### src/logic/acr_consts.svh
// Purpose: Constants of the analogue channel trigger readout block
// Assumes: 20 MHz system clock, APB byte addresses
// Notes: Times are kept in ns, cycle counts derive from them
`ifndef ACR_CONSTS_SVH
`define ACR_CONSTS_SVH

// ==========================================================
// Timing
`define ACR_CLK_NS 50
`define ACR_SCK_HALF_NS 500
`define ACR_SCK_HALF_CYC ((`ACR_SCK_HALF_NS + `ACR_CLK_NS - 1) / `ACR_CLK_NS)
`define ACR_AGE_TICK_NS 1000000
`define ACR_AGE_TICK_CYC (`ACR_AGE_TICK_NS / `ACR_CLK_NS)

// ==========================================================
// Register map: page is paddr[7:4], word is paddr[3:2]
`define ACR_PG_MAIN 4'h0
`define ACR_PG_CH 4'h1
`define ACR_PG_REC 4'h2
`define ACR_W_CTRL 2'h0
`define ACR_W_OUTB 2'h1
`define ACR_W_AGE_LIM 2'h2
`define ACR_W_STAT 2'h3

// ==========================================================
// Fields and reset values
`define ACR_F_LO 14:0
`define ACR_F_HI 30:16
`define ACR_B_CUR 31
`define ACR_RST_CFG 32'h0000_0000
`define ACR_RST_LIM 16'h0000
`define ACR_LEN_TRIG 5'h01
`define ACR_LEN_READ 5'h10

// ==========================================================
// Frame: one output byte, then sixteen reading bytes
`define ACR_N_CH 4
`define ACR_N_RX 16
`define ACR_LAST_IDX 5'h10

`endif

### src/logic/acr_pkg.sv
// Purpose: Types of the analogue channel trigger readout block
// Assumes: Constants come from acr_consts.svh
// Notes: Control struct matches the CTRL register bit order
package acr_pkg;

    typedef enum logic {ACR_MODE_TRIG, ACR_MODE_READ} acr_mode_t;

    typedef struct packed {
        logic run;
        logic suppress;
        logic act_low;
        acr_mode_t mode;
    } acr_ctrl_t;

    typedef struct packed {
        logic psel;
        logic penable;
        logic pwrite;
        logic [7:0] paddr;
        logic [31:0] pwdata;
    } acr_apb_req_t;

    typedef struct packed {
        logic pready;
        logic pslverr;
        logic [31:0] prdata;
    } acr_apb_rsp_t;

    typedef struct packed {
        logic cs_n;
        logic sck;
        logic mosi;
    } acr_spi_t;

endpackage : acr_pkg

### src/logic/acr_spi_byte.sv
// Purpose: SPI mode 0 byte shifter, MSB first
// Assumes: Caller holds chip select around the byte
// Notes: One byte takes sixteen half periods of the serial clock
`timescale 1ns/1ps
`include "acr_consts.svh"

module acr_spi_byte (
    input wire logic i_clk,
    input wire logic i_arst_n,
    input wire logic i_start,
    input wire logic [7:0] i_tx,
    input wire logic i_miso,
    output logic o_sck,
    output logic o_mosi,
    output logic o_done,
    output logic o_busy,
    output logic [7:0] o_rx
);

    logic [3:0] div_r, div_nxt;
    logic [2:0] bit_r, bit_nxt;
    logic [7:0] sh_r, sh_nxt, rx_r, rx_nxt;
    logic sck_r, sck_nxt, mosi_r, mosi_nxt;
    logic done_r, done_nxt, busy_r, busy_nxt;
    logic half;

    always_comb
    begin
        half = busy_r && (div_r == 4'(`ACR_SCK_HALF_CYC - 1));
        div_nxt = busy_r ? (half ? 4'h0 : div_r + 4'h1) : 4'h0;
        bit_nxt = bit_r;
        sh_nxt = sh_r;
        rx_nxt = rx_r;
        sck_nxt = sck_r;
        mosi_nxt = mosi_r;
        busy_nxt = busy_r;
        done_nxt = 1'b0;
        if (i_start && !busy_r)
        begin
            busy_nxt = 1'b1;
            bit_nxt = 3'h0;
            sh_nxt = i_tx;
            mosi_nxt = i_tx[7];
            sck_nxt = 1'b0;
        end
        else if (half)
        begin
            if (!sck_r)
            begin
                sck_nxt = 1'b1;
                rx_nxt = {rx_r[6:0], i_miso};
            end
            else
            begin
                sck_nxt = 1'b0;
                if (bit_r == 3'h7)
                begin
                    busy_nxt = 1'b0;
                    done_nxt = 1'b1;
                end
                else
                begin
                    bit_nxt = bit_r + 3'h1;
                    sh_nxt = {sh_r[6:0], 1'b0};
                    mosi_nxt = sh_r[6];
                end
            end
        end
    end

    always_ff @(posedge i_clk or negedge i_arst_n)
    begin
        if (!i_arst_n)
        begin
            div_r <= 4'h0;
            bit_r <= 3'h0;
            sh_r <= 8'h00;
            rx_r <= 8'h00;
            sck_r <= 1'b0;
            mosi_r <= 1'b0;
            busy_r <= 1'b0;
            done_r <= 1'b0;
        end
        else
        begin
            div_r <= div_nxt;
            bit_r <= bit_nxt;
            sh_r <= sh_nxt;
            rx_r <= rx_nxt;
            sck_r <= sck_nxt;
            mosi_r <= mosi_nxt;
            busy_r <= busy_nxt;
            done_r <= done_nxt;
        end
    end

    assign o_sck = sck_r;
    assign o_mosi = mosi_r;
    assign o_done = done_r;
    assign o_busy = busy_r;
    assign o_rx = rx_r;

    a_byte_done_bound: assert property (@(posedge i_clk) disable iff (!i_arst_n)
        (i_start && !busy_r) |-> ##[150:170] done_r)
        else $error("spi byte did not finish in time");

endmodule : acr_spi_byte

### src/logic/acr_top.sv
// Purpose: Four channel analogue readout with trigger and readings modes
// Assumes: APB register access, SPI link to the expansion board as master
// Notes: One frame per age tick while running, none while stale with suppress set; results refresh in one cycle
//
// Implementation choices: the APB interface to the registers and the address map.
`timescale 1ns/1ps
`include "acr_consts.svh"

// Functional notes
// - Inputs mode register selects trigger or readings processing
// - Trigger mode yields one byte covering all four channels
// - Flag set when level is below low or above high point
// - Byte bits pair per channel: low then high, channel 1 at bits 0 and 1
// - Active low option inverts every trigger flag
// - Readings mode yields a sixteen byte record
// - Each reading: 15 bit value MSB first, bit 16 flags current
// - Record order: per channel voltage then current, channels 1 to 4
// - Each channel holds a type plus high and low trigger levels
// - Trigger levels have no effect in readings mode
// - Stale source data may suppress all transmission
// - One output byte is forwarded to the board
// - Board is reached only over SPI with this block as master
module acr_top #(
    parameter int AGE_TICK_CYC = `ACR_AGE_TICK_CYC
) (
    input wire logic i_clk,
    input wire logic i_arst_n,
    input wire acr_pkg::acr_apb_req_t i_apb,
    input wire logic i_miso,
    output acr_pkg::acr_apb_rsp_t o_apb,
    output acr_pkg::acr_spi_t o_spi,
    output logic [127:0] o_rec,
    output logic [4:0] o_rec_len,
    output logic o_rec_upd,
    output logic o_rec_valid
);

    typedef enum logic [2:0] {ACR_ST_IDLE, ACR_ST_BYTE, ACR_ST_WAIT, ACR_ST_PROC} acr_st_t;

    // ==========================================================
    // Registers and APB slave
    acr_pkg::acr_ctrl_t ctrl_r, ctrl_nxt;
    logic [7:0] outb_r, outb_nxt;
    logic [15:0] lim_r, lim_nxt, age_r, age_nxt;
    logic [14:0] tick_r, tick_nxt;
    logic [31:0] cfg_r [`ACR_N_CH];
    logic [31:0] cfg_nxt [`ACR_N_CH];
    logic stale_r, stale_nxt, tick_pls_r, tick_pls_nxt;
    logic pready_r, pready_nxt, pslverr_r, pslverr_nxt;
    logic [31:0] prdata_r, prdata_nxt, rdata;
    logic hit, acc, wr;
    logic [3:0] page;
    logic [1:0] word;

    // Acquisition state
    acr_st_t st_r, st_nxt;
    logic [4:0] idx_r, idx_nxt, len_r, len_nxt;
    logic [7:0] raw_r [`ACR_N_RX];
    logic [7:0] raw_nxt [`ACR_N_RX];
    logic [7:0] tx_r, tx_nxt;
    logic [127:0] rec_r, rec_nxt;
    logic cs_n_r, cs_n_nxt, start_r, start_nxt;
    logic upd_r, upd_nxt, valid_r, valid_nxt;
    logic spi_done, spi_busy, spi_sck, spi_mosi;
    logic [7:0] spi_rx;
    logic [7:0] trig_w;
    logic [127:0] read_w;

    assign page = i_apb.paddr[7:4];
    assign word = i_apb.paddr[3:2];
    assign acc = i_apb.psel && i_apb.penable;
    assign wr = acc && pready_r && i_apb.pwrite && hit;

    always_comb
    begin
        hit = 1'b1;
        rdata = 32'h0000_0000;
        case (page)
            `ACR_PG_MAIN:
            begin
                case (word)
                    `ACR_W_CTRL: rdata = {28'h000_0000, ctrl_r};
                    `ACR_W_OUTB: rdata = {24'h00_0000, outb_r};
                    `ACR_W_AGE_LIM: rdata = {16'h0000, lim_r};
                    default: rdata = {29'h0000_0000, st_r != ACR_ST_IDLE, stale_r, valid_r};
                endcase
            end
            `ACR_PG_CH: rdata = cfg_r[word];
            `ACR_PG_REC: rdata = rec_r[32*word +: 32];
            default: hit = 1'b0;
        endcase
    end

    always_comb
    begin
        ctrl_nxt = ctrl_r;
        outb_nxt = outb_r;
        lim_nxt = lim_r;
        cfg_nxt = cfg_r;
        pready_nxt = 1'b0;
        pslverr_nxt = 1'b0;
        prdata_nxt = prdata_r;
        tick_pls_nxt = (tick_r == 15'(AGE_TICK_CYC - 1));
        tick_nxt = tick_pls_nxt ? 15'h0000 : tick_r + 15'h0001;
        age_nxt = (tick_pls_r && age_r != 16'hFFFF) ? age_r + 16'h0001 : age_r;
        if (acc && !pready_r)
        begin
            pready_nxt = 1'b1;
            pslverr_nxt = !hit;
            prdata_nxt = rdata;
        end
        if (wr && page == `ACR_PG_MAIN)
        begin
            case (word)
                `ACR_W_CTRL: ctrl_nxt = acr_pkg::acr_ctrl_t'(i_apb.pwdata[3:0]);
                `ACR_W_OUTB:
                begin
                    outb_nxt = i_apb.pwdata[7:0];
                    age_nxt = 16'h0000;
                end
                `ACR_W_AGE_LIM: lim_nxt = i_apb.pwdata[15:0];
                default: ;
            endcase
        end
        if (wr && page == `ACR_PG_CH)
        begin
            cfg_nxt[word] = i_apb.pwdata;
        end
        stale_nxt = (lim_r != 16'h0000) && (age_nxt >= lim_r);
    end

    always_ff @(posedge i_clk or negedge i_arst_n)
    begin
        if (!i_arst_n)
        begin
            ctrl_r <= '0;
            outb_r <= 8'h00;
            lim_r <= `ACR_RST_LIM;
            age_r <= 16'h0000;
            tick_r <= 15'h0000;
            tick_pls_r <= 1'b0;
            stale_r <= 1'b0;
            cfg_r <= '{default: `ACR_RST_CFG};
            pready_r <= 1'b0;
            pslverr_r <= 1'b0;
            prdata_r <= 32'h0000_0000;
        end
        else
        begin
            ctrl_r <= ctrl_nxt;
            outb_r <= outb_nxt;
            lim_r <= lim_nxt;
            age_r <= age_nxt;
            tick_r <= tick_nxt;
            tick_pls_r <= tick_pls_nxt;
            stale_r <= stale_nxt;
            cfg_r <= cfg_nxt;
            pready_r <= pready_nxt;
            pslverr_r <= pslverr_nxt;
            prdata_r <= prdata_nxt;
        end
    end

    // ==========================================================
    // Per-channel evaluation
    genvar g;
    generate
        for (g = 0; g < `ACR_N_CH; g++)
        begin : g_ch
            logic [14:0] volt, curr, lvl;
            assign volt = {raw_r[4*g][6:0], raw_r[4*g+1]};
            assign curr = {raw_r[4*g+2][6:0], raw_r[4*g+3]};
            assign lvl = cfg_r[g][`ACR_B_CUR] ? curr : volt;
            assign trig_w[2*g] = (lvl < cfg_r[g][`ACR_F_LO]) ^ ctrl_r.act_low;
            assign trig_w[2*g+1] = (lvl > cfg_r[g][`ACR_F_HI]) ^ ctrl_r.act_low;
            assign read_w[32*g +: 16] = {1'b0, volt};
            assign read_w[32*g+16 +: 16] = {1'b1, curr};
        end
    endgenerate

    // ==========================================================
    // Acquisition sequencer
    always_comb
    begin
        st_nxt = st_r;
        idx_nxt = idx_r;
        raw_nxt = raw_r;
        tx_nxt = tx_r;
        rec_nxt = rec_r;
        len_nxt = len_r;
        cs_n_nxt = cs_n_r;
        start_nxt = 1'b0;
        upd_nxt = 1'b0;
        valid_nxt = (stale_r && ctrl_r.suppress) ? 1'b0 : valid_r;
        case (st_r)
            ACR_ST_IDLE:
            begin
                if (ctrl_r.run && tick_pls_r && !(stale_r && ctrl_r.suppress))
                begin
                    cs_n_nxt = 1'b0;
                    idx_nxt = 5'h00;
                    st_nxt = ACR_ST_BYTE;
                end
            end
            ACR_ST_BYTE:
            begin
                start_nxt = !spi_busy;
                tx_nxt = (idx_r == 5'h00) ? outb_r : 8'h00;
                st_nxt = spi_busy ? ACR_ST_BYTE : ACR_ST_WAIT;
            end
            ACR_ST_WAIT:
            begin
                if (spi_done)
                begin
                    if (idx_r != 5'h00)
                    begin
                        raw_nxt[4'(idx_r - 5'h01)] = spi_rx;
                    end
                    if (idx_r == `ACR_LAST_IDX)
                    begin
                        cs_n_nxt = 1'b1;
                        st_nxt = ACR_ST_PROC;
                    end
                    else
                    begin
                        idx_nxt = idx_r + 5'h01;
                        st_nxt = ACR_ST_BYTE;
                    end
                end
            end
            ACR_ST_PROC:
            begin
                if (ctrl_r.mode == acr_pkg::ACR_MODE_TRIG)
                begin
                    rec_nxt = {120'h0, trig_w};
                    len_nxt = `ACR_LEN_TRIG;
                end
                else
                begin
                    rec_nxt = read_w;
                    len_nxt = `ACR_LEN_READ;
                end
                upd_nxt = 1'b1;
                valid_nxt = 1'b1;
                st_nxt = ACR_ST_IDLE;
            end
            default: st_nxt = ACR_ST_IDLE;
        endcase
    end

    always_ff @(posedge i_clk or negedge i_arst_n)
    begin
        if (!i_arst_n)
        begin
            st_r <= ACR_ST_IDLE;
            idx_r <= 5'h00;
            raw_r <= '{default: 8'h00};
            tx_r <= 8'h00;
            rec_r <= '0;
            len_r <= `ACR_LEN_TRIG;
            cs_n_r <= 1'b1;
            start_r <= 1'b0;
            upd_r <= 1'b0;
            valid_r <= 1'b0;
        end
        else
        begin
            st_r <= st_nxt;
            idx_r <= idx_nxt;
            raw_r <= raw_nxt;
            tx_r <= tx_nxt;
            rec_r <= rec_nxt;
            len_r <= len_nxt;
            cs_n_r <= cs_n_nxt;
            start_r <= start_nxt;
            upd_r <= upd_nxt;
            valid_r <= valid_nxt;
        end
    end

    acr_spi_byte acr_spi_byte_inst (
        .i_clk(i_clk),
        .i_arst_n(i_arst_n),
        .i_start(start_r),
        .i_tx(tx_r),
        .i_miso(i_miso),
        .o_sck(spi_sck),
        .o_mosi(spi_mosi),
        .o_done(spi_done),
        .o_busy(spi_busy),
        .o_rx(spi_rx)
    );

    assign o_apb = '{pready: pready_r, pslverr: pslverr_r, prdata: prdata_r};
    assign o_spi = '{cs_n: cs_n_r, sck: spi_sck, mosi: spi_mosi};
    assign o_rec = rec_r;
    assign o_rec_len = len_r;
    assign o_rec_upd = upd_r;
    assign o_rec_valid = valid_r;

    // ==========================================================
    // Checks
    a_mode_len: assert property (@(posedge i_clk) disable iff (!i_arst_n)
        upd_r |-> len_r == (($past(ctrl_r.mode) == acr_pkg::ACR_MODE_TRIG) ? `ACR_LEN_TRIG
        : `ACR_LEN_READ))
        else $error("record length does not follow mode");
    a_trig_one_byte: assert property (@(posedge i_clk) disable iff (!i_arst_n)
        (upd_r && len_r == `ACR_LEN_TRIG) |-> rec_r[127:8] == 120'h0)
        else $error("trigger result wider than one byte");
    a_low_flag: assert property (@(posedge i_clk) disable iff (!i_arst_n)
        (st_r == ACR_ST_PROC && ctrl_r.mode == acr_pkg::ACR_MODE_TRIG && !ctrl_r.act_low
         && g_ch[0].lvl < cfg_r[0][`ACR_F_LO]) |=> rec_r[0])
        else $error("channel 1 low flag missing");
    a_pair_order: assert property (@(posedge i_clk) disable iff (!i_arst_n)
        (st_r == ACR_ST_PROC && ctrl_r.mode == acr_pkg::ACR_MODE_TRIG)
        |=> rec_r[7] == $past((g_ch[3].lvl > cfg_r[3][`ACR_F_HI]) ^ ctrl_r.act_low))
        else $error("channel 4 high flag not at top bit");
    a_polarity_inv: assert property (@(posedge i_clk) disable iff (!i_arst_n)
        (st_r == ACR_ST_PROC && ctrl_r.mode == acr_pkg::ACR_MODE_TRIG && ctrl_r.act_low
         && g_ch[2].lvl <= cfg_r[2][`ACR_F_HI]) |=> rec_r[5])
        else $error("inactive flag not high in active low");
    a_read_flags: assert property (@(posedge i_clk) disable iff (!i_arst_n)
        (upd_r && len_r == `ACR_LEN_READ) |-> (!rec_r[15] && rec_r[31] && rec_r[127]))
        else $error("reading type flag wrong");
    a_read_order: assert property (@(posedge i_clk) disable iff (!i_arst_n)
        (st_r == ACR_ST_PROC && ctrl_r.mode == acr_pkg::ACR_MODE_READ)
        |=> rec_r[110:96] == $past({raw_r[12][6:0], raw_r[13]}))
        else $error("channel 4 voltage misplaced");
    a_stale_silent: assert property (@(posedge i_clk) disable iff (!i_arst_n)
        (st_r == ACR_ST_IDLE && stale_r && ctrl_r.suppress) |=> cs_n_r)
        else $error("frame started on stale data");
    a_out_byte: assert property (@(posedge i_clk) disable iff (!i_arst_n)
        (start_r && idx_r == 5'h00) |-> tx_r == $past(outb_r))
        else $error("output byte not sent first");
    a_atomic_upd: assert property (@(posedge i_clk) disable iff (!i_arst_n)
        $changed(rec_r) |-> upd_r && $past(st_r == ACR_ST_PROC))
        else $error("record changed outside refresh");

endmodule : acr_top

### config.mk
export PLATFORM = sky130hd
export DESIGN_NAME = acr_top
export DESIGN_NICKNAME = d
export VERILOG_FILES = /design/src/logic/acr_pkg.sv /design/src/logic/acr_spi_byte.sv /design/src/logic/acr_top.sv
export VERILOG_INCLUDE_DIRS = /design/src /design/src/logic
export SDC_FILE = /design/constraint.sdc
export NUM_CORES = 1
export LEC_CHECK = 0
export ABC_AREA = 1
export BUFFER_PORTS_ARGS = -buffer_cell sky130_fd_sc_hd__buf_2
export CAP_MARGIN = 0
export CELL_PAD_IN_SITES_DETAIL_PLACEMENT = 1
export CELL_PAD_IN_SITES_GLOBAL_PLACEMENT = 1
export CORE_ASPECT_RATIO = 1.5
export CORE_MARGIN = 4
export CORE_UTILIZATION = 33
export CTS_CLUSTER_SIZE = 12
export DETAILED_ROUTE_END_ITERATION = 6
export PLACE_DENSITY_LB_ADDON = 0.2
export SYNTH_ARGS = -nofsm -noshare
export SYNTH_HDL_FRONTEND = slang
export SYNTH_SLANG_ARGS = --single-unit
### constraint.sdc
create_clock -name i_clk -period 7.5 [get_ports i_clk]
set_input_delay 1.125 -clock i_clk [delete_from_list [all_inputs] [get_ports i_clk]]
set_output_delay 1.125 -clock i_clk [all_outputs]
set_load 0.01 [all_outputs]
==> flow_metrics.env <==
export IMPL_worst_clock_skew_ns=0.0466
export IMPL_layout_nets=3474
export IMPL_grt_first_pass_wirelength_um=161000
export IMPL_crit_type="input pin to flip-flop"
export IMPL_slowest_stage="nor2_4"
export IMPL_fin_hold_ws_ns=0.489
export IMPL_drc=0
export IMPL_setup_viol=0
export IMPL_cp_cell_sequence="buf_2 -> inv_1 -> nor2_4 -> buf_4 -> inv_1 -> o22ai_1 -> o21ai_0 -> nand2_1 -> o21bai_1 -> inv_1"
export IMPL_drt_iter0_markers=1781
export IMPL_rsz0062_at_grt="no"
export IMPL_hpwl_um=82900
export IMPL_placed_area_sq_um=27900
export IMPL_p_leak_nw=14.0
export IMPL_synth_top_family_by_area="simple AND/OR/NAND/NOR gates"
export IMPL_drt_wl_total_um=109000
export IMPL_wire_per_inst_um=25.1
export IMPL_p_per_area_nw_per_um2=201
export IMPL_cts_resized=0
export IMPL_synth_xor_area_frac=0.00874
export IMPL_rows=125
export IMPL_ys_seq_area_frac=0.493
export IMPL_cts_tree="yes"
export IMPL_maxCapViolCount=0
export IMPL_setup_tns_ns=0
export IMPL_portBuffers=208
export IMPL_async_reset_ff_frac=1.00
export IMPL_grt_ovfl_total=0
export IMPL_dr_wl_met3_um=5080
export IMPL_clock_root_buffer="clkbuf_16"
export IMPL_die_h_um=351
export IMPL_grt_max_degree=129
export IMPL_postCtsHoldBufs=0
export IMPL_synth_mux_area_frac=0
export IMPL_min_path_type="flip-flop to flip-flop"
export IMPL_endpoint_kind="flip-flop"
export IMPL_grt_pass1_vias=24287
export IMPL_synth_edff_count=0
export IMPL_vias_per_cell=5.33
export IMPL_grt_usage=0.258
export IMPL_crit_top_cell="inv_1"
export IMPL_maxSlewHeadroom=0.135
export IMPL_synthAdderAreaFrac=0.0696
export IMPL_finalHoldViolations=0
export IMPL_fmax_ghz=0.280
export IMPL_post_synth_cell_area_avg_sq_um=8.26
export IMPL_synth_ff_type="dfrtp_1"
export IMPL_final_cell_mix="nand2_1 (775), dfrtp_1 (508), inv_1 (443), o21ai_0 (442), buf_2 (207)"
export IMPL_yosys_cell_types_count=46
export IMPL_synth_seq_cells=510
export IMPL_fin_crit_ns=3.57
export IMPL_post_cts_setup_buffer_count=0
export IMPL_design_die_area_sq_um=83100
export IMPL_drive_above_1_share=0.117
export IMPL_stdcell_area_sq_um=29700
export IMPL_grt_antenna_before_repair=4
export IMPL_cp_max_fo=23
export IMPL_m1WireLength_um=44500
export IMPL_cp_top_family="buffers and inverters"
export IMPL_worst_skew_pair_late_latency_ns=0.67
export IMPL_antenna_cells=0
export IMPL_cts_buffers=55
export IMPL_design_core_area_sq_um=77600
export IMPL_wl_met2_um=52300
export IMPL_final_instance_count_excl_fill=4347
export IMPL_synth_area_sq_um=25900
export IMPL_dp_cells=4243
export IMPL_start_util=0.334
export IMPL_worst_slack_ns=3.93
export IMPL_clkSlewWorstSetupHoldPaths_ns=0.07
export IMPL_tightestPinTransition_ns=1.28
export IMPL_cts_max_level=2
export IMPL_syn_to_final_growth_pct=14.7
export IMPL_post_route_period_util=0.476
export IMPL_drt_pass1_iterations=5
export IMPL_synthCells=3136
export IMPL_synth_warnings=0
export IMPL_synth_compound_gate_area_share=0.165
export IMPL_layout_commonest_cell="nand2_1"
export IMPL_critPathArrivalTime_ns=4.15
export IMPL_clockBufferDepth=3
export IMPL_ant_nets=0
export IMPL_startpoint_type="input pin"
export IMPL_cts_sinks=510
export IMPL_routed_top_layer="met5"
export IMPL_path_buf_inv=5
export IMPL_synthSimpleGateAreaFrac=0.169
export IMPL_top_level_ports=218
export IMPL_place_congestion=0.938
export IMPL_vias=23188
export IMPL_irDropWorstVdd_v=0.000200
export IMPL_die_w_um=237
export IMPL_cp_required_ns=8.08
export IMPL_status="completed"
export IMPL_slew_viol_final=0
export IMPL_place_ws_ns=3.39
export IMPL_slowest_delay_ns=0.63
-- power by group --
part,switching (W),internal [W]
clock,0.00124,0.00159
sequential,0.0000425,0.00279
combinational,0.000232,0.0000828
-- cell families after synthesis --
logic type | after synthesis
flops | 510
xor+xnor | 25
buf+inv | 620
other cells | 1
fa+ha+maj | 144
compound gates | 765
simple gates | 1071
-- state kept, by name, summed over array words and instances, names as in the netlist, 2 cells and up --
register                 cells
tick_r                      15
g_ch.volt                   60
lim_r                       16
age_r                       16
tx_r                         8
o_rec                      121
acr_spi_byte_inst.sh_r       7
acr_spi_byte_inst.div_r      4
g_ch.curr                   60
outb_r                       8
acr_spi_byte_inst.bit_r      3
idx_r                        5
cfg_r                      128
st_r                         2
acr_spi_byte_inst.o_rx       8
ctrl_r                       4
prdata_r                    32
-- through the flow --
stage | util | power [W]
finish | 0.383 | 0.00597
detailed placement | 0.359 | 0.00320
global placement | 0.359 | 0.00319
floorplan | - | 0.00301
CTS | 0.383 | 0.00603
global route | 0.383 | 0.00617
-- cell usage after synthesis (12+ instances only) --
master / number / area [sq um]
nor3_1: 14 / 70.1
nor2_1: 136 / 510
buf_2: 26 / 130
o21ai_0: 442 / 2210
nand2_1: 777 / 2920
buf_4: 20 / 150
ha_1: 144 / 1800
nor2_2: 12 / 75.1
o21ai_1: 12 / 60.1
a22oi_1: 31 / 233
nand3_1: 69 / 345
inv_1: 446 / 1670
a21oi_1: 107 / 536
o2111ai_1: 20 / 175
nand4_1: 25 / 156
o221ai_1: 25 / 219
o22ai_1: 82 / 513
clkbuf_1: 111 / 417
xor2_1: 17 / 149
dfrtp_1: 508 / 12700
a31oi_1: 15 / 93.8
-- routing by layer --
layer,track usage,up-vias
li1,-,10501
met1,0.318,11803
met2,0.437,675
met3,0.0344,207
met4,0.141,2
met5,0,-
-- path summary, 6_finish.rpt --
check / end / slack [ns] / cells after the start / from
max: prdata_r[11] / 3.93 / 10 / i_apb[34]
min: tick_r[0] / 0.49 / 1 / tick_r[0]
max reg2reg: o_rec[0] / 3.96 / 12 / cfg_r[127]
min reg2reg: tick_r[0] / 0.49 / 1 / tick_r[0]
max in group asynchronous: age_r[6] / 5.28 / 2 / i_arst_n
min in group asynchronous: o_rec[58] / 0.50 / 1 / i_arst_n
-- area by class of cell --
type,count,area [sq um]
well taps,1016,1270
inverters,456,1710
fillers,9333,47900
clock buffers,84,1610
repair buffers,249,1370
multi-input cells,2012,10800
flip-flops and latches,510,12800
clock inverters,20,229
Power figures use the tool's default switching activity.
